## config.mk

```make
export PLATFORM = sky130hd
export DESIGN_NAME = ivmap_top
export DESIGN_NICKNAME = d
export VERILOG_FILES = /design/src/common/ivmap_pkg.sv /design/src/ivmap_prio_enc.sv /design/src/ivmap_top.sv
export SDC_FILE = /design/constraint.sdc
export NUM_CORES = 1
export LEC_CHECK = 0
export BUFFER_PORTS_ARGS = -buffer_cell sky130_fd_sc_hd__buf_2
export CAP_MARGIN = 25
export CORE_MARGIN = 2
export CORE_UTILIZATION = 47
export CTS_BUF_LIST = sky130_fd_sc_hd__clkbuf_8
export CTS_CLUSTER_SIZE = 28
export DETAILED_ROUTE_END_ITERATION = 8
export PLACE_DENSITY = 0.83
export SETUP_SLACK_MARGIN = 0.5
export SYNTH_ARGS = -nofsm -noshare
export SYNTH_HDL_FRONTEND = slang
export SYNTH_SLANG_ARGS = --single-unit
```

## constraint.sdc

```tcl
create_clock -name clock_i -period 3.9 [get_ports clock_i]
set_clock_uncertainty 0.2 [all_clocks]
set_input_delay 0.585 -clock clock_i [delete_from_list [all_inputs] [get_ports clock_i]]
set_output_delay 0.585 -clock clock_i [all_outputs]
set_load 0.1 [all_outputs]
```

## src/common/ivmap_pkg.sv

```systemverilog
// Constants, vector numbers and helpers for the interrupt vector map
package ivmap_pkg;
	localparam int unsigned REQ_N = 64;                 // Request lines, bit k is vector k+1
	localparam int unsigned RST_SRC_N = 5;              // Reset sources
	localparam int unsigned VEC_W = 7;                  // Vector number width
	localparam int unsigned ADDR_W = 17;                // Program word address width
	localparam logic [VEC_W-1:0] RESET_VEC = 7'h00;     // Vector of every reset source
	localparam logic [ADDR_W-1:0] RESET_ADDR = 17'h00000; // Reset address with fuse unprogrammed
	// Vector numbers
	localparam logic [VEC_W-1:0] VEC_EXT_REQUEST_0 = 7'h01;
	localparam logic [VEC_W-1:0] VEC_EXT_REQUEST_7 = 7'h08;
	localparam logic [VEC_W-1:0] VEC_PIN_CHANGE_REQUEST_0 = 7'h09;
	localparam logic [VEC_W-1:0] VEC_PIN_CHANGE_REQUEST_2 = 7'h0b;
	localparam logic [VEC_W-1:0] VEC_WATCHDOG_TIMEOUT = 7'h0c;
	localparam logic [VEC_W-1:0] VEC_TIMER_TWO_COMPARE_A = 7'h0d;
	localparam logic [VEC_W-1:0] VEC_TIMER_TWO_OVERFLOW = 7'h0f;
	localparam logic [VEC_W-1:0] VEC_TIMER_ONE_CAPTURE = 7'h10;
	localparam logic [VEC_W-1:0] VEC_TIMER_ONE_OVERFLOW = 7'h14;
	localparam logic [VEC_W-1:0] VEC_TIMER_ZERO_COMPARE_A = 7'h15;
	localparam logic [VEC_W-1:0] VEC_TIMER_ZERO_OVERFLOW = 7'h17;
	localparam logic [VEC_W-1:0] VEC_SPI_TRANSFER_DONE = 7'h18;
	localparam logic [VEC_W-1:0] VEC_SERIAL0_RX_DONE = 7'h19;
	localparam logic [VEC_W-1:0] VEC_SERIAL0_TX_DONE = 7'h1b;
	localparam logic [VEC_W-1:0] VEC_NV_DATA_READY = 7'h1e;
	localparam logic [VEC_W-1:0] VEC_TIMER_THREE_CAPTURE = 7'h1f;
	localparam logic [VEC_W-1:0] VEC_TIMER_THREE_OVERFLOW = 7'h23;
	localparam logic [VEC_W-1:0] VEC_SERIAL1_RX_DONE = 7'h24;
	localparam logic [VEC_W-1:0] VEC_SERIAL1_TX_DONE = 7'h26;
	localparam logic [VEC_W-1:0] VEC_TWO_WIRE = 7'h27;
	localparam logic [VEC_W-1:0] VEC_PROGRAM_STORE_READY = 7'h28;
	localparam logic [VEC_W-1:0] VEC_TIMER_FOUR_CAPTURE = 7'h29;
	localparam logic [VEC_W-1:0] VEC_TIMER_FOUR_OVERFLOW = 7'h2d;
	localparam logic [VEC_W-1:0] VEC_TIMER_FIVE_CAPTURE = 7'h2e;
	localparam logic [VEC_W-1:0] VEC_TIMER_FIVE_OVERFLOW = 7'h32;
	localparam logic [VEC_W-1:0] VEC_RSVD_FIRST = 7'h33;
	localparam logic [VEC_W-1:0] VEC_RSVD_LAST = 7'h38;
	localparam logic [VEC_W-1:0] VEC_RADIO_PLL_LOCK = 7'h39;
	localparam logic [VEC_W-1:0] VEC_RADIO_CHANNEL_MEASURE_DONE = 7'h3d;
	localparam logic [VEC_W-1:0] VEC_RADIO_ADDR_MATCH = 7'h3e;
	localparam logic [VEC_W-1:0] VEC_RADIO_WAKEUP_DONE = 7'h40;
	// Vector word addresses
	localparam logic [ADDR_W-1:0] ADDR_EXT_REQUEST_0 = 17'h00002;
	localparam logic [ADDR_W-1:0] ADDR_EXT_REQUEST_7 = 17'h00010;
	localparam logic [ADDR_W-1:0] ADDR_PIN_CHANGE_REQUEST_0 = 17'h00012;
	localparam logic [ADDR_W-1:0] ADDR_PIN_CHANGE_REQUEST_2 = 17'h00016;
	localparam logic [ADDR_W-1:0] ADDR_WATCHDOG_TIMEOUT = 17'h00018;
	localparam logic [ADDR_W-1:0] ADDR_TIMER_TWO_COMPARE_A = 17'h0001a;
	localparam logic [ADDR_W-1:0] ADDR_TIMER_TWO_OVERFLOW = 17'h0001e;
	localparam logic [ADDR_W-1:0] ADDR_TIMER_ONE_CAPTURE = 17'h00020;
	localparam logic [ADDR_W-1:0] ADDR_TIMER_ONE_OVERFLOW = 17'h00028;
	localparam logic [ADDR_W-1:0] ADDR_TIMER_ZERO_COMPARE_A = 17'h0002a;
	localparam logic [ADDR_W-1:0] ADDR_TIMER_ZERO_OVERFLOW = 17'h0002e;
	localparam logic [ADDR_W-1:0] ADDR_SPI_TRANSFER_DONE = 17'h00030;
	localparam logic [ADDR_W-1:0] ADDR_SERIAL0_RX_DONE = 17'h00032;
	localparam logic [ADDR_W-1:0] ADDR_SERIAL0_TX_DONE = 17'h00036;
	localparam logic [ADDR_W-1:0] ADDR_NV_DATA_READY = 17'h0003c;
	localparam logic [ADDR_W-1:0] ADDR_TIMER_THREE_CAPTURE = 17'h0003e;
	localparam logic [ADDR_W-1:0] ADDR_TIMER_THREE_OVERFLOW = 17'h00046;
	localparam logic [ADDR_W-1:0] ADDR_SERIAL1_RX_DONE = 17'h00048;
	localparam logic [ADDR_W-1:0] ADDR_SERIAL1_TX_DONE = 17'h0004c;
	localparam logic [ADDR_W-1:0] ADDR_TWO_WIRE = 17'h0004e;
	localparam logic [ADDR_W-1:0] ADDR_PROGRAM_STORE_READY = 17'h00050;
	localparam logic [ADDR_W-1:0] ADDR_TIMER_FOUR_CAPTURE = 17'h00052;
	localparam logic [ADDR_W-1:0] ADDR_TIMER_FOUR_OVERFLOW = 17'h0005a;
	localparam logic [ADDR_W-1:0] ADDR_TIMER_FIVE_CAPTURE = 17'h0005c;
	localparam logic [ADDR_W-1:0] ADDR_TIMER_FIVE_OVERFLOW = 17'h00064;
	localparam logic [ADDR_W-1:0] ADDR_RADIO_PLL_LOCK = 17'h00072;
	localparam logic [ADDR_W-1:0] ADDR_RADIO_CHANNEL_MEASURE_DONE = 17'h0007a;
	localparam logic [ADDR_W-1:0] ADDR_RADIO_ADDR_MATCH = 17'h0007c;
	localparam logic [ADDR_W-1:0] ADDR_RADIO_WAKEUP_DONE = 17'h00080;

	// Two program words per vector: address is twice the number
	function automatic logic [ADDR_W-1:0] ivmap_vec_addr(input logic [VEC_W-1:0] num);
		return {9'h000, num, 1'b0};
	endfunction : ivmap_vec_addr

	// True for the reserved vector slots
	function automatic logic ivmap_is_reserved(input logic [VEC_W-1:0] num);
		return (num >= VEC_RSVD_FIRST) && (num <= VEC_RSVD_LAST);
	endfunction : ivmap_is_reserved
endpackage : ivmap_pkg

```

## src/ivmap_prio_enc.sv

```systemverilog
// Lowest-numbered pending request finder
`timescale 1ns/1ps
module ivmap_prio_enc
	import ivmap_pkg::*;
(
	input  wire logic [REQ_N-1:0] req_i,   // Request lines, bit k is vector k+1
	output logic                  hit_o,   // Any request pending
	output logic [VEC_W-1:0]      num_o    // Vector number of winner
);
	// Scan downward so the lowest vector number wins
	always_comb begin
		hit_o = 1'b0;
		num_o = RESET_VEC;
		for (int k = REQ_N - 1; k >= 0; k--) begin
			if (req_i[k]) begin
				hit_o = 1'b1;
				num_o = VEC_W'(k + 1);
			end
		end
	end
endmodule : ivmap_prio_enc

```

## src/ivmap_top.sv

```systemverilog
// Reset and interrupt vector map feeding the core's vector fetch
//
// Notes on behaviour
// Every reset source uses vector zero
// External requests 0-7 use vectors 1-8
// Pin-change requests 0-2 use vectors 9-11
// Watchdog vector 12, timer two 13-15
// Timer one uses vectors 16 to 20
// Timer zero uses vectors 21 to 23
// Serial transfer complete uses vector 24
// Serial port 0, comparator, converter, nonvolatile: 25-30
// Timer three uses vectors 31 to 35
// Second serial port uses vectors 36 to 38
// Two-wire vector 39, program store 40
// Timer four uses vectors 41 to 45
// Timer five uses vectors 46 to 50
// Radio events use vectors 57 to 61
// Radio match, transmit end, wakeup: 62-64
// Select bit adds boot start, except reset
// Programmed boot fuse sends reset to boot
// Vector address is twice vector number
// Vectors 51 to 56 never selected
`timescale 1ns/1ps
module ivmap_top
	import ivmap_pkg::*;
(
	input  wire logic                 clock_i,             // System clock
	input  wire logic                 rst_i,               // Synchronous reset, active high
	input  wire logic [RST_SRC_N-1:0] reset_src_i,         // Pin, power-on, brown-out, watchdog, test-port
	input  wire logic [REQ_N-1:0]     irq_i,               // Request lines, bit k is vector k+1
	input  wire logic                 vector_select_bit_i, // Move interrupt vectors to boot section
	input  wire logic                 boot_reset_fuse_i,   // High when boot fuse is programmed
	input  wire logic [ADDR_W-1:0]    boot_start_i,        // Boot section start word address
	output logic                      vector_valid_o,      // A vector is presented
	output logic                      reset_vector_o,      // Presented vector is the reset vector
	output logic [VEC_W-1:0]          vector_num_o,        // Vector number
	output logic [ADDR_W-1:0]         vector_addr_o        // Vector program word address
);
	logic [REQ_N-1:0] masked_req; // Requests with reserved slots removed
	logic             enc_hit;    // Some request pending
	logic [VEC_W-1:0] enc_num;    // Winning vector number
	logic             any_reset;  // Some reset source active
	logic             quiet;      // No reset, vectors not moved

	assign any_reset = |reset_src_i;
	assign quiet = !any_reset && !vector_select_bit_i;

	// Reserved slots are cut off before arbitration
	genvar g;
	generate
		for (g = 0; g < REQ_N; g++) begin : g_mask
			assign masked_req[g] = irq_i[g] & ~ivmap_is_reserved(VEC_W'(g + 1));
		end
	endgenerate

	// Lowest number wins, giving the fixed source order
	ivmap_prio_enc ivmap_prio_enc_i (
		.req_i (masked_req),
		.hit_o (enc_hit),
		.num_o (enc_num)
	);

	// Vector number and valid flags; reset outranks every request
	always_ff @(posedge clock_i) begin
		if (rst_i) begin
			vector_valid_o <= 1'b0;
			reset_vector_o <= 1'b0;
			vector_num_o   <= RESET_VEC;
		end else if (any_reset) begin
			vector_valid_o <= 1'b1;
			reset_vector_o <= 1'b1;
			vector_num_o   <= RESET_VEC;
		end else begin
			vector_valid_o <= enc_hit;
			reset_vector_o <= 1'b0;
			vector_num_o   <= enc_hit ? enc_num : RESET_VEC;
		end
	end

	// Vector address, with boot relocation and boot reset
	always_ff @(posedge clock_i) begin
		if (rst_i) begin
			vector_addr_o <= RESET_ADDR;
		end else if (any_reset) begin
			// Select bit never moves the reset vector
			vector_addr_o <= boot_reset_fuse_i ? boot_start_i : RESET_ADDR;
		end else if (!enc_hit) begin
			vector_addr_o <= RESET_ADDR;
		end else if (vector_select_bit_i) begin
			vector_addr_o <= ADDR_W'(boot_start_i + ivmap_vec_addr(enc_num));
		end else begin
			vector_addr_o <= ivmap_vec_addr(enc_num);
		end
	end

	// One lone request on a given vector
	function automatic logic [REQ_N-1:0] lone_req(input logic [VEC_W-1:0] n);
		return REQ_N'(64'h1 << (n - 7'h01));
	endfunction : lone_req

	// Reset source with fuse unprogrammed gives vector zero and address zero
	property p_r1;
		@(posedge clock_i) disable iff (rst_i)
		(any_reset && !boot_reset_fuse_i) |=> (reset_vector_o && vector_valid_o
			&& vector_num_o == RESET_VEC && vector_addr_o == RESET_ADDR);
	endproperty
	a_r1: assert property (p_r1) else $error("reset source did not give vector zero");

	// Request 0 wins over the rest of its group
	property p_r2;
		@(posedge clock_i) disable iff (rst_i)
		quiet && (irq_i == lone_req(VEC_EXT_REQUEST_0) || irq_i[7:0] == 8'hff)
			|=> vector_num_o == VEC_EXT_REQUEST_0 && vector_addr_o == ADDR_EXT_REQUEST_0;
	endproperty
	a_r2: assert property (p_r2) else $error("external request 0 mapped wrong");

	property p_r2b;
		@(posedge clock_i) disable iff (rst_i)
		quiet && irq_i == lone_req(VEC_EXT_REQUEST_7)
			|=> vector_num_o == VEC_EXT_REQUEST_7 && vector_addr_o == ADDR_EXT_REQUEST_7;
	endproperty
	a_r2b: assert property (p_r2b) else $error("external request 7 mapped wrong");

	property p_r3;
		@(posedge clock_i) disable iff (rst_i)
		quiet && irq_i == lone_req(VEC_PIN_CHANGE_REQUEST_0)
			|=> vector_num_o == VEC_PIN_CHANGE_REQUEST_0 && vector_addr_o == ADDR_PIN_CHANGE_REQUEST_0;
	endproperty
	a_r3: assert property (p_r3) else $error("pin change 0 mapped wrong");

	property p_r3b;
		@(posedge clock_i) disable iff (rst_i)
		quiet && irq_i == lone_req(VEC_PIN_CHANGE_REQUEST_2)
			|=> vector_num_o == VEC_PIN_CHANGE_REQUEST_2 && vector_addr_o == ADDR_PIN_CHANGE_REQUEST_2;
	endproperty
	a_r3b: assert property (p_r3b) else $error("pin change 2 mapped wrong");

	property p_r4;
		@(posedge clock_i) disable iff (rst_i)
		quiet && irq_i[11:0] == 12'h800
			|=> vector_num_o == VEC_WATCHDOG_TIMEOUT && vector_addr_o == ADDR_WATCHDOG_TIMEOUT;
	endproperty
	a_r4: assert property (p_r4) else $error("watchdog vector wrong");

	property p_r4b;
		@(posedge clock_i) disable iff (rst_i)
		quiet && irq_i == lone_req(VEC_TIMER_TWO_OVERFLOW)
			|=> vector_addr_o == ADDR_TIMER_TWO_OVERFLOW;
	endproperty
	a_r4b: assert property (p_r4b) else $error("timer two overflow vector wrong");

	property p_r5;
		@(posedge clock_i) disable iff (rst_i)
		quiet && irq_i == lone_req(VEC_TIMER_ONE_OVERFLOW)
			|=> vector_num_o == VEC_TIMER_ONE_OVERFLOW && vector_addr_o == ADDR_TIMER_ONE_OVERFLOW;
	endproperty
	a_r5: assert property (p_r5) else $error("timer one overflow vector wrong");

	property p_r6;
		@(posedge clock_i) disable iff (rst_i)
		quiet && irq_i == lone_req(VEC_TIMER_ZERO_OVERFLOW) ##1 1'b1
			|-> vector_addr_o == ADDR_TIMER_ZERO_OVERFLOW;
	endproperty
	a_r6: assert property (p_r6) else $error("timer zero overflow vector wrong");

	property p_r7;
		@(posedge clock_i) disable iff (rst_i)
		quiet && irq_i == lone_req(VEC_SPI_TRANSFER_DONE)
			|=> vector_valid_o && vector_addr_o == ADDR_SPI_TRANSFER_DONE;
	endproperty
	a_r7: assert property (p_r7) else $error("transfer done vector wrong");

	property p_r8;
		@(posedge clock_i) disable iff (rst_i)
		quiet && irq_i == lone_req(VEC_NV_DATA_READY) |=> vector_addr_o == ADDR_NV_DATA_READY;
	endproperty
	a_r8: assert property (p_r8) else $error("nonvolatile ready vector wrong");

	property p_r9;
		@(posedge clock_i) disable iff (rst_i)
		quiet && irq_i == lone_req(VEC_TIMER_THREE_OVERFLOW) |=> vector_addr_o == ADDR_TIMER_THREE_OVERFLOW;
	endproperty
	a_r9: assert property (p_r9) else $error("timer three overflow vector wrong");

	property p_r10;
		@(posedge clock_i) disable iff (rst_i)
		quiet && irq_i == lone_req(VEC_SERIAL1_TX_DONE) |=> vector_addr_o == ADDR_SERIAL1_TX_DONE;
	endproperty
	a_r10: assert property (p_r10) else $error("second port tx vector wrong");

	property p_r11;
		@(posedge clock_i) disable iff (rst_i)
		quiet && irq_i == lone_req(VEC_PROGRAM_STORE_READY) |=> vector_addr_o == ADDR_PROGRAM_STORE_READY;
	endproperty
	a_r11: assert property (p_r11) else $error("program store vector wrong");

	property p_r12;
		@(posedge clock_i) disable iff (rst_i)
		quiet && irq_i == lone_req(VEC_TIMER_FOUR_CAPTURE) |=> vector_addr_o == ADDR_TIMER_FOUR_CAPTURE;
	endproperty
	a_r12: assert property (p_r12) else $error("timer four capture vector wrong");

	property p_r13;
		@(posedge clock_i) disable iff (rst_i)
		quiet && irq_i == lone_req(VEC_TIMER_FIVE_OVERFLOW) |=> vector_addr_o == ADDR_TIMER_FIVE_OVERFLOW;
	endproperty
	a_r13: assert property (p_r13) else $error("timer five overflow vector wrong");

	property p_r14;
		@(posedge clock_i) disable iff (rst_i)
		quiet && irq_i == lone_req(VEC_RADIO_PLL_LOCK) |=> vector_addr_o == ADDR_RADIO_PLL_LOCK;
	endproperty
	a_r14: assert property (p_r14) else $error("radio lock vector wrong");

	property p_r15;
		@(posedge clock_i) disable iff (rst_i)
		quiet && irq_i == lone_req(VEC_RADIO_WAKEUP_DONE)
			|=> vector_num_o == VEC_RADIO_WAKEUP_DONE && vector_addr_o == ADDR_RADIO_WAKEUP_DONE;
	endproperty
	a_r15: assert property (p_r15) else $error("radio wakeup vector wrong");

	property p_r16;
		@(posedge clock_i) disable iff (rst_i)
		(vector_valid_o && !reset_vector_o && $past(vector_select_bit_i))
			|-> vector_addr_o == ADDR_W'($past(boot_start_i) + ivmap_vec_addr(vector_num_o));
	endproperty
	a_r16: assert property (p_r16) else $error("relocated vector address wrong");

	property p_r17;
		@(posedge clock_i) disable iff (rst_i)
		(any_reset && boot_reset_fuse_i) |=> reset_vector_o && vector_addr_o == $past(boot_start_i);
	endproperty
	a_r17: assert property (p_r17) else $error("boot reset address wrong");

	property p_r18;
		@(posedge clock_i) disable iff (rst_i)
		(vector_valid_o && !reset_vector_o && !$past(vector_select_bit_i))
			|-> vector_addr_o == ivmap_vec_addr(vector_num_o);
	endproperty
	a_r18: assert property (p_r18) else $error("vector address not twice number");

	property p_r19;
		@(posedge clock_i) disable iff (rst_i)
		quiet && irq_i[55:50] != 6'h00 && irq_i[49:0] == 50'h0 && irq_i[63:56] == 8'h00
			|=> !vector_valid_o && !ivmap_is_reserved(vector_num_o);
	endproperty
	a_r19: assert property (p_r19) else $error("reserved vector selected");
endmodule : ivmap_top

```

# --- After elaboration in Yosys (flattened, before gate mapping) ---
# Index checks and enable logic that the tools add are counted.
op_classes:
  addsub: 1
  bitwise_logic: 1
  reduce_logical: 2
  n_mux: 122
ops:
  columns: ["op", "count"]
  rows:
  - ["7-bit 2-to-1 mux", 58]
  - ["17-bit 2-to-1 mux", 4]
  - ["1-bit 2-to-1 mux", 60]
  - ["17-bit by 8-bit adder with 17-bit output", 1]
  - ["7-bit OR reduction", 1]
  - ["5-bit OR reduction", 1]
  - ["1-bit NOT", 1]
totals:
  reg_bits: 26
  output_inout_bits: 26
  input_bits: 90
  wordCells: 130

# --- Depth between registers and ports, before layout ---
logic_depth:
  depth_word: 62
  depth_mapped: 15

# --- By module ---
# A second synthesis with hierarchy kept.
unflattened:
  hier_cells: 295
  area_unflattened_um2: 2192.1
modules_own_cells:
  columns: ["mod", "n_inst", "area_each_um2", "seq_area_each_um2", "cells_per_inst"]
  rows:
  - ["ivmap_top", 1, 1425.1, 520.5, 158]
  - ["ivmap_prio_enc", 1, 767.0, 0.0, 137]

# --- Worst setup path after synthesis ---
# No wires, ideal clock.
synth_timing:
  path_type: "input to register"
  startpoint: "in irq_i[22]"
  endpoint: "reg vector_addr_o[16]"
  required_time_ns: 3.571
  cell_stages: 13
  slack_ns: 0.297
  setup_ns: 0.129
  arrival_time_ns: 3.274
  path_cell_list: "nor4_2 nand4_2 or4_1 buf_2 nor2_1 ha_1 a21oi_1 nand2_1 and2_1 and2_1 o21ai_1 or4_1 nand3_1"
synth_between:
  elab_chain_cells: 27
  word_cells_on_any_way: 50
synth_rtl:
  columns: ["item", "line_no", "rtl"]
  rows:
  - ["start, declared", "ivmap_top.sv:30", "input wire logic [REQ_N-1:0] irq_i,"]
  - ["7-bit 2-to-1 mux (23 in a row)", "ivmap_prio_enc.sv:15", "if (req_i[k]) begin"]
  - ["named net enc_num[6]", "ivmap_top.sv:41", "logic [VEC_W-1:0] enc_num;"]
  - ["17-bit by 8-bit adder with 17-bit output", "ivmap_top.sv:90", "vector_addr_o <= ADDR_W'(boot_start_i + ivmap_vec_addr(enc_num));"]
  - ["17-bit 2-to-1 mux", "ivmap_top.sv:89", "end else if (vector_select_bit_i) begin"]
  - ["17-bit 2-to-1 mux", "ivmap_top.sv:87", "end else if (!enc_hit) begin"]
  - ["17-bit 2-to-1 mux", "ivmap_top.sv:84", "end else if (any_reset) begin"]
  - ["end signal, assigned", "ivmap_top.sv:86", "vector_addr_o <= boot_reset_fuse_i ? boot_start_i : RESET_ADDR;"]
  - ["end signal, assigned", "ivmap_top.sv:90", null]
  - ["end signal, assigned", "ivmap_top.sv:92", "vector_addr_o <= ivmap_vec_addr(enc_num);"]
  - ["end, declared", "ivmap_top.sv:37", "output logic [ADDR_W-1:0] vector_addr_o"]
# The timed path passes the listed nets, and every way through them passes these cells.
# A chain may end at the register's enable or synchronous reset.

# --- Final worst setup path ---
layout_timing:
  startpoint: "in irq_i[46]"
  endpoint: "reg vector_addr_o[16]"
layout_between:
  elab_chain_cells: 51
  word_cells_on_any_way: 98
layout_rtl:
  columns: ["item", "line_no"]
  rows:
  - ["7-bit 2-to-1 mux (47 in a row)", "ivmap_prio_enc.sv:15"]
  - ["named net enc_num[6]", "ivmap_top.sv:41"]
  - ["17-bit by 8-bit adder with 17-bit output", "ivmap_top.sv:90"]
  - ["17-bit 2-to-1 mux", "ivmap_top.sv:89"]
  - ["17-bit 2-to-1 mux", "ivmap_top.sv:87"]
  - ["17-bit 2-to-1 mux", "ivmap_top.sv:84"]
# The timed path passes the listed nets, and every way through them passes these cells.

==> metrics.txt <==
status finished, final reports clean; CTS tree done; Bufs on Longest Clock Path 2; WL met2 3554 um; Worst Slack Setup Final 483.3 ps; final worst path period need 3417 ps; Worst Path Required 3920 ps; ant diodes 0; worst endpoint data arrival time 3440 ps; RSZ-0062 raised after global routing true; fin cells 476; vias 2,824; Post-Syn Nets 393; root buf cell clkbuf_8; Nets 522; relative slew slack 0.6621; setup violators final 0; GPL Wtd Cong 0.8782; Area growth syn-to-layout 45.37%; number of I/O port buffers 109; pin count of the biggest net entering global routing 16; cells along the critical path buf_8 -> nor4_4 -> buf_4 -> buf_4 -> nand4_1 -> or4_4 -> nor2_4 -> ha_1 -> o211ai_1 -> nand2_1 -> and2_4 -> and2_4 -> o21ai_4 -> or4_1 -> nand3_1; DRT antenna net count 0; number of synthesized flops with an enable pin 0; total power 736.7 uW; initial core utilization 0.4958; WL met3 542 um; wl on met1 2824 um; hold slack 324.4 ps; worst-path fanout max 8; Pwr Density 230.0 nW/um^2; Chip Height 72.47 um; Final Max Tran Viols 0; synth unique cells 53; # clock sinks 26; mean post-synth cell area 7.444 sq um; Highest Signal Layer met4; Worst-Margin Slew 505.8 ps; critical path's slowest cell or4_4; commonest non-fill, non-tap cell in the layout buf_2; Worst VDD drop 0.0001398 V; max-cap viol count 0; Syn Std Cell Area 2203 sq um; Final Hold Fails 0; async set-reset flop share out of synthesis 0; slowest cell delay on critical path 550 ps; Yosys top cell area share 0.2362; Main synth FF type dfxtp_1; Hold Crit Class primary input to register; initial antenna violation count 0; CORE AREA 4444 sq um; clock-pin slew on the worst setup and hold paths 90 ps; Synth area leaders dfxtp_1 (24%), nor2_1 (6.0%), nor3_1 (4.5%); first-pass GRT wire length 10,550 um; pre-CTS WS 108.6 ps; WL/cell 14.79 um; vias in the first global route 2,524; placed cells 457; Iter 0 DRT Violations 204; # IOs 116; largest area contributor in the synthesized netlist dfxtp_1; fill count 339; share of cells above drive strength 1 0.3915; leading cell types in the layout, fill and taps excluded buf_2 (106), nor2_1 (34), dfxtp_1 (26), inv_1 (23), buf_4 (22); drt via density 5.933; detailed placement HPWL 5230 um; register bit count reported by yosys 26; final wirelength 7038 um; post-synthesis sequential area ratio 0.2362; Cells after Synth 296; Pre-Repair DR Iteration Count 4; leakage 1.447 nW; setup TNS 0 ps; row count 24; startpoint types primary input; htree depth 1; die footprint 5252 sq um; Die Wd 72.47 um; Post-route DRC 0; endpoint class of the critical path register; WS Path Type primary input to register; cts bufs inserted 3; Global Route Usage Sum 0.2424; yosys warns 0; crit share post-route 0.8761; max frequency 292.7 MHz; grt total ovfl 0
[power breakdown]
| group | internal (mW) | total, mW | switching [mW] | leakage [nW] |
|---|---|---|---|---|
| registers | 0.275 | 0.277 | 0.00209 | 0.213 |
| logic | 0.0950 | 0.282 | 0.187 | 1.20 |
| clock network | 0.0904 | 0.177 | 0.0870 | 0.0288 |
| total | 0.460 | 0.737 | 0.276 | 1.45 |
[metal layers]
metal,global-route usage,vias up
met2,0.4557,125
met3,0.02500,13
met4,0.05967,0
met5,0,-
li1,-,1393
met1,0.2932,1293
[Yosys cell counts (5+ instances only)]
cell type  count
o21ai_0        6
nor4_1        11
inv_1         23
and2_1         5
o21ai_1        6
o211ai_1       9
o31ai_1        5
a31oi_1        8
or4_1          7
a21oi_1       16
ha_1           7
nand2_1       20
nand3_1        6
nor2_1        35
nor3_1        20
or3_1          6
dfxtp_1       26
[logic make-up (layout without fill, tap and decap cells)]
| family | count (synthesis) | count (layout) | share of synthesized area |
|---|---|---|---|
| AO/OA/AOI/OAI | 92 | 92 | 0.2976 |
| buffers and inverters | 30 | 158 | 0.05565 |
| AND/OR/NAND/NOR | 135 | 135 | 0.3470 |
| flip-flops | 26 | 26 | 0.2362 |
| adder cells (fa/ha/maj) | 7 | 7 | 0.03975 |
| XOR/XNOR | 6 | 6 | 0.02385 |
[per-stage QoR]
stage / utilization / area (sq um)
finish: 0.7207 / 3203
global route: 0.7207 / 3203
CTS: 0.6889 / 3062
detailed placement: 0.6574 / 2922
global placement: 0.6574 / 2922
floorplan: - / 2297
[state kept, by name, summed over array words and instances, names as in the netlist]
| register | flops |
|---|---|
| vector_num_o | 7 |
| vector_addr_o | 17 |
| reset_vector_o | 1 |
| vector_valid_o | 1 |
[worst paths after layout]
kind            start                           end  slack (ps)  cells after the start
max         irq_i[46]  vector_addr_o[16]$_SDFF_PP0_         480                     15
min   boot_start_i[8]   vector_addr_o[8]$_SDFF_PP0_         320                      2
[worst max-delay path: cells and delay by family]
kind            cells  cell delay (ps)
buf+inv             3              360
simple gates        9             2060
compound gates      2              230
fa+ha+maj           1              210
[what timing repair did]
item,CTS,global route
gates resized for setup,8,18
setup endpoints to repair,7,11
pin swaps,12,17
hold buffers,0,0
buffers inserted,6,9
[cell type report]
class | count | area, sq um | area share
timing repair buffer | 131 | 733.2 | 0.2289
tap | 52 | 65.06 | 0.02031
clock buffer | 4 | 55.05 | 0.01719
sequential | 26 | 520.5 | 0.1625
inverter | 23 | 86.33 | 0.02695
multi-input combinational | 240 | 1743 | 0.5441
No activity file was read; power rests on OpenSTA's default activity.
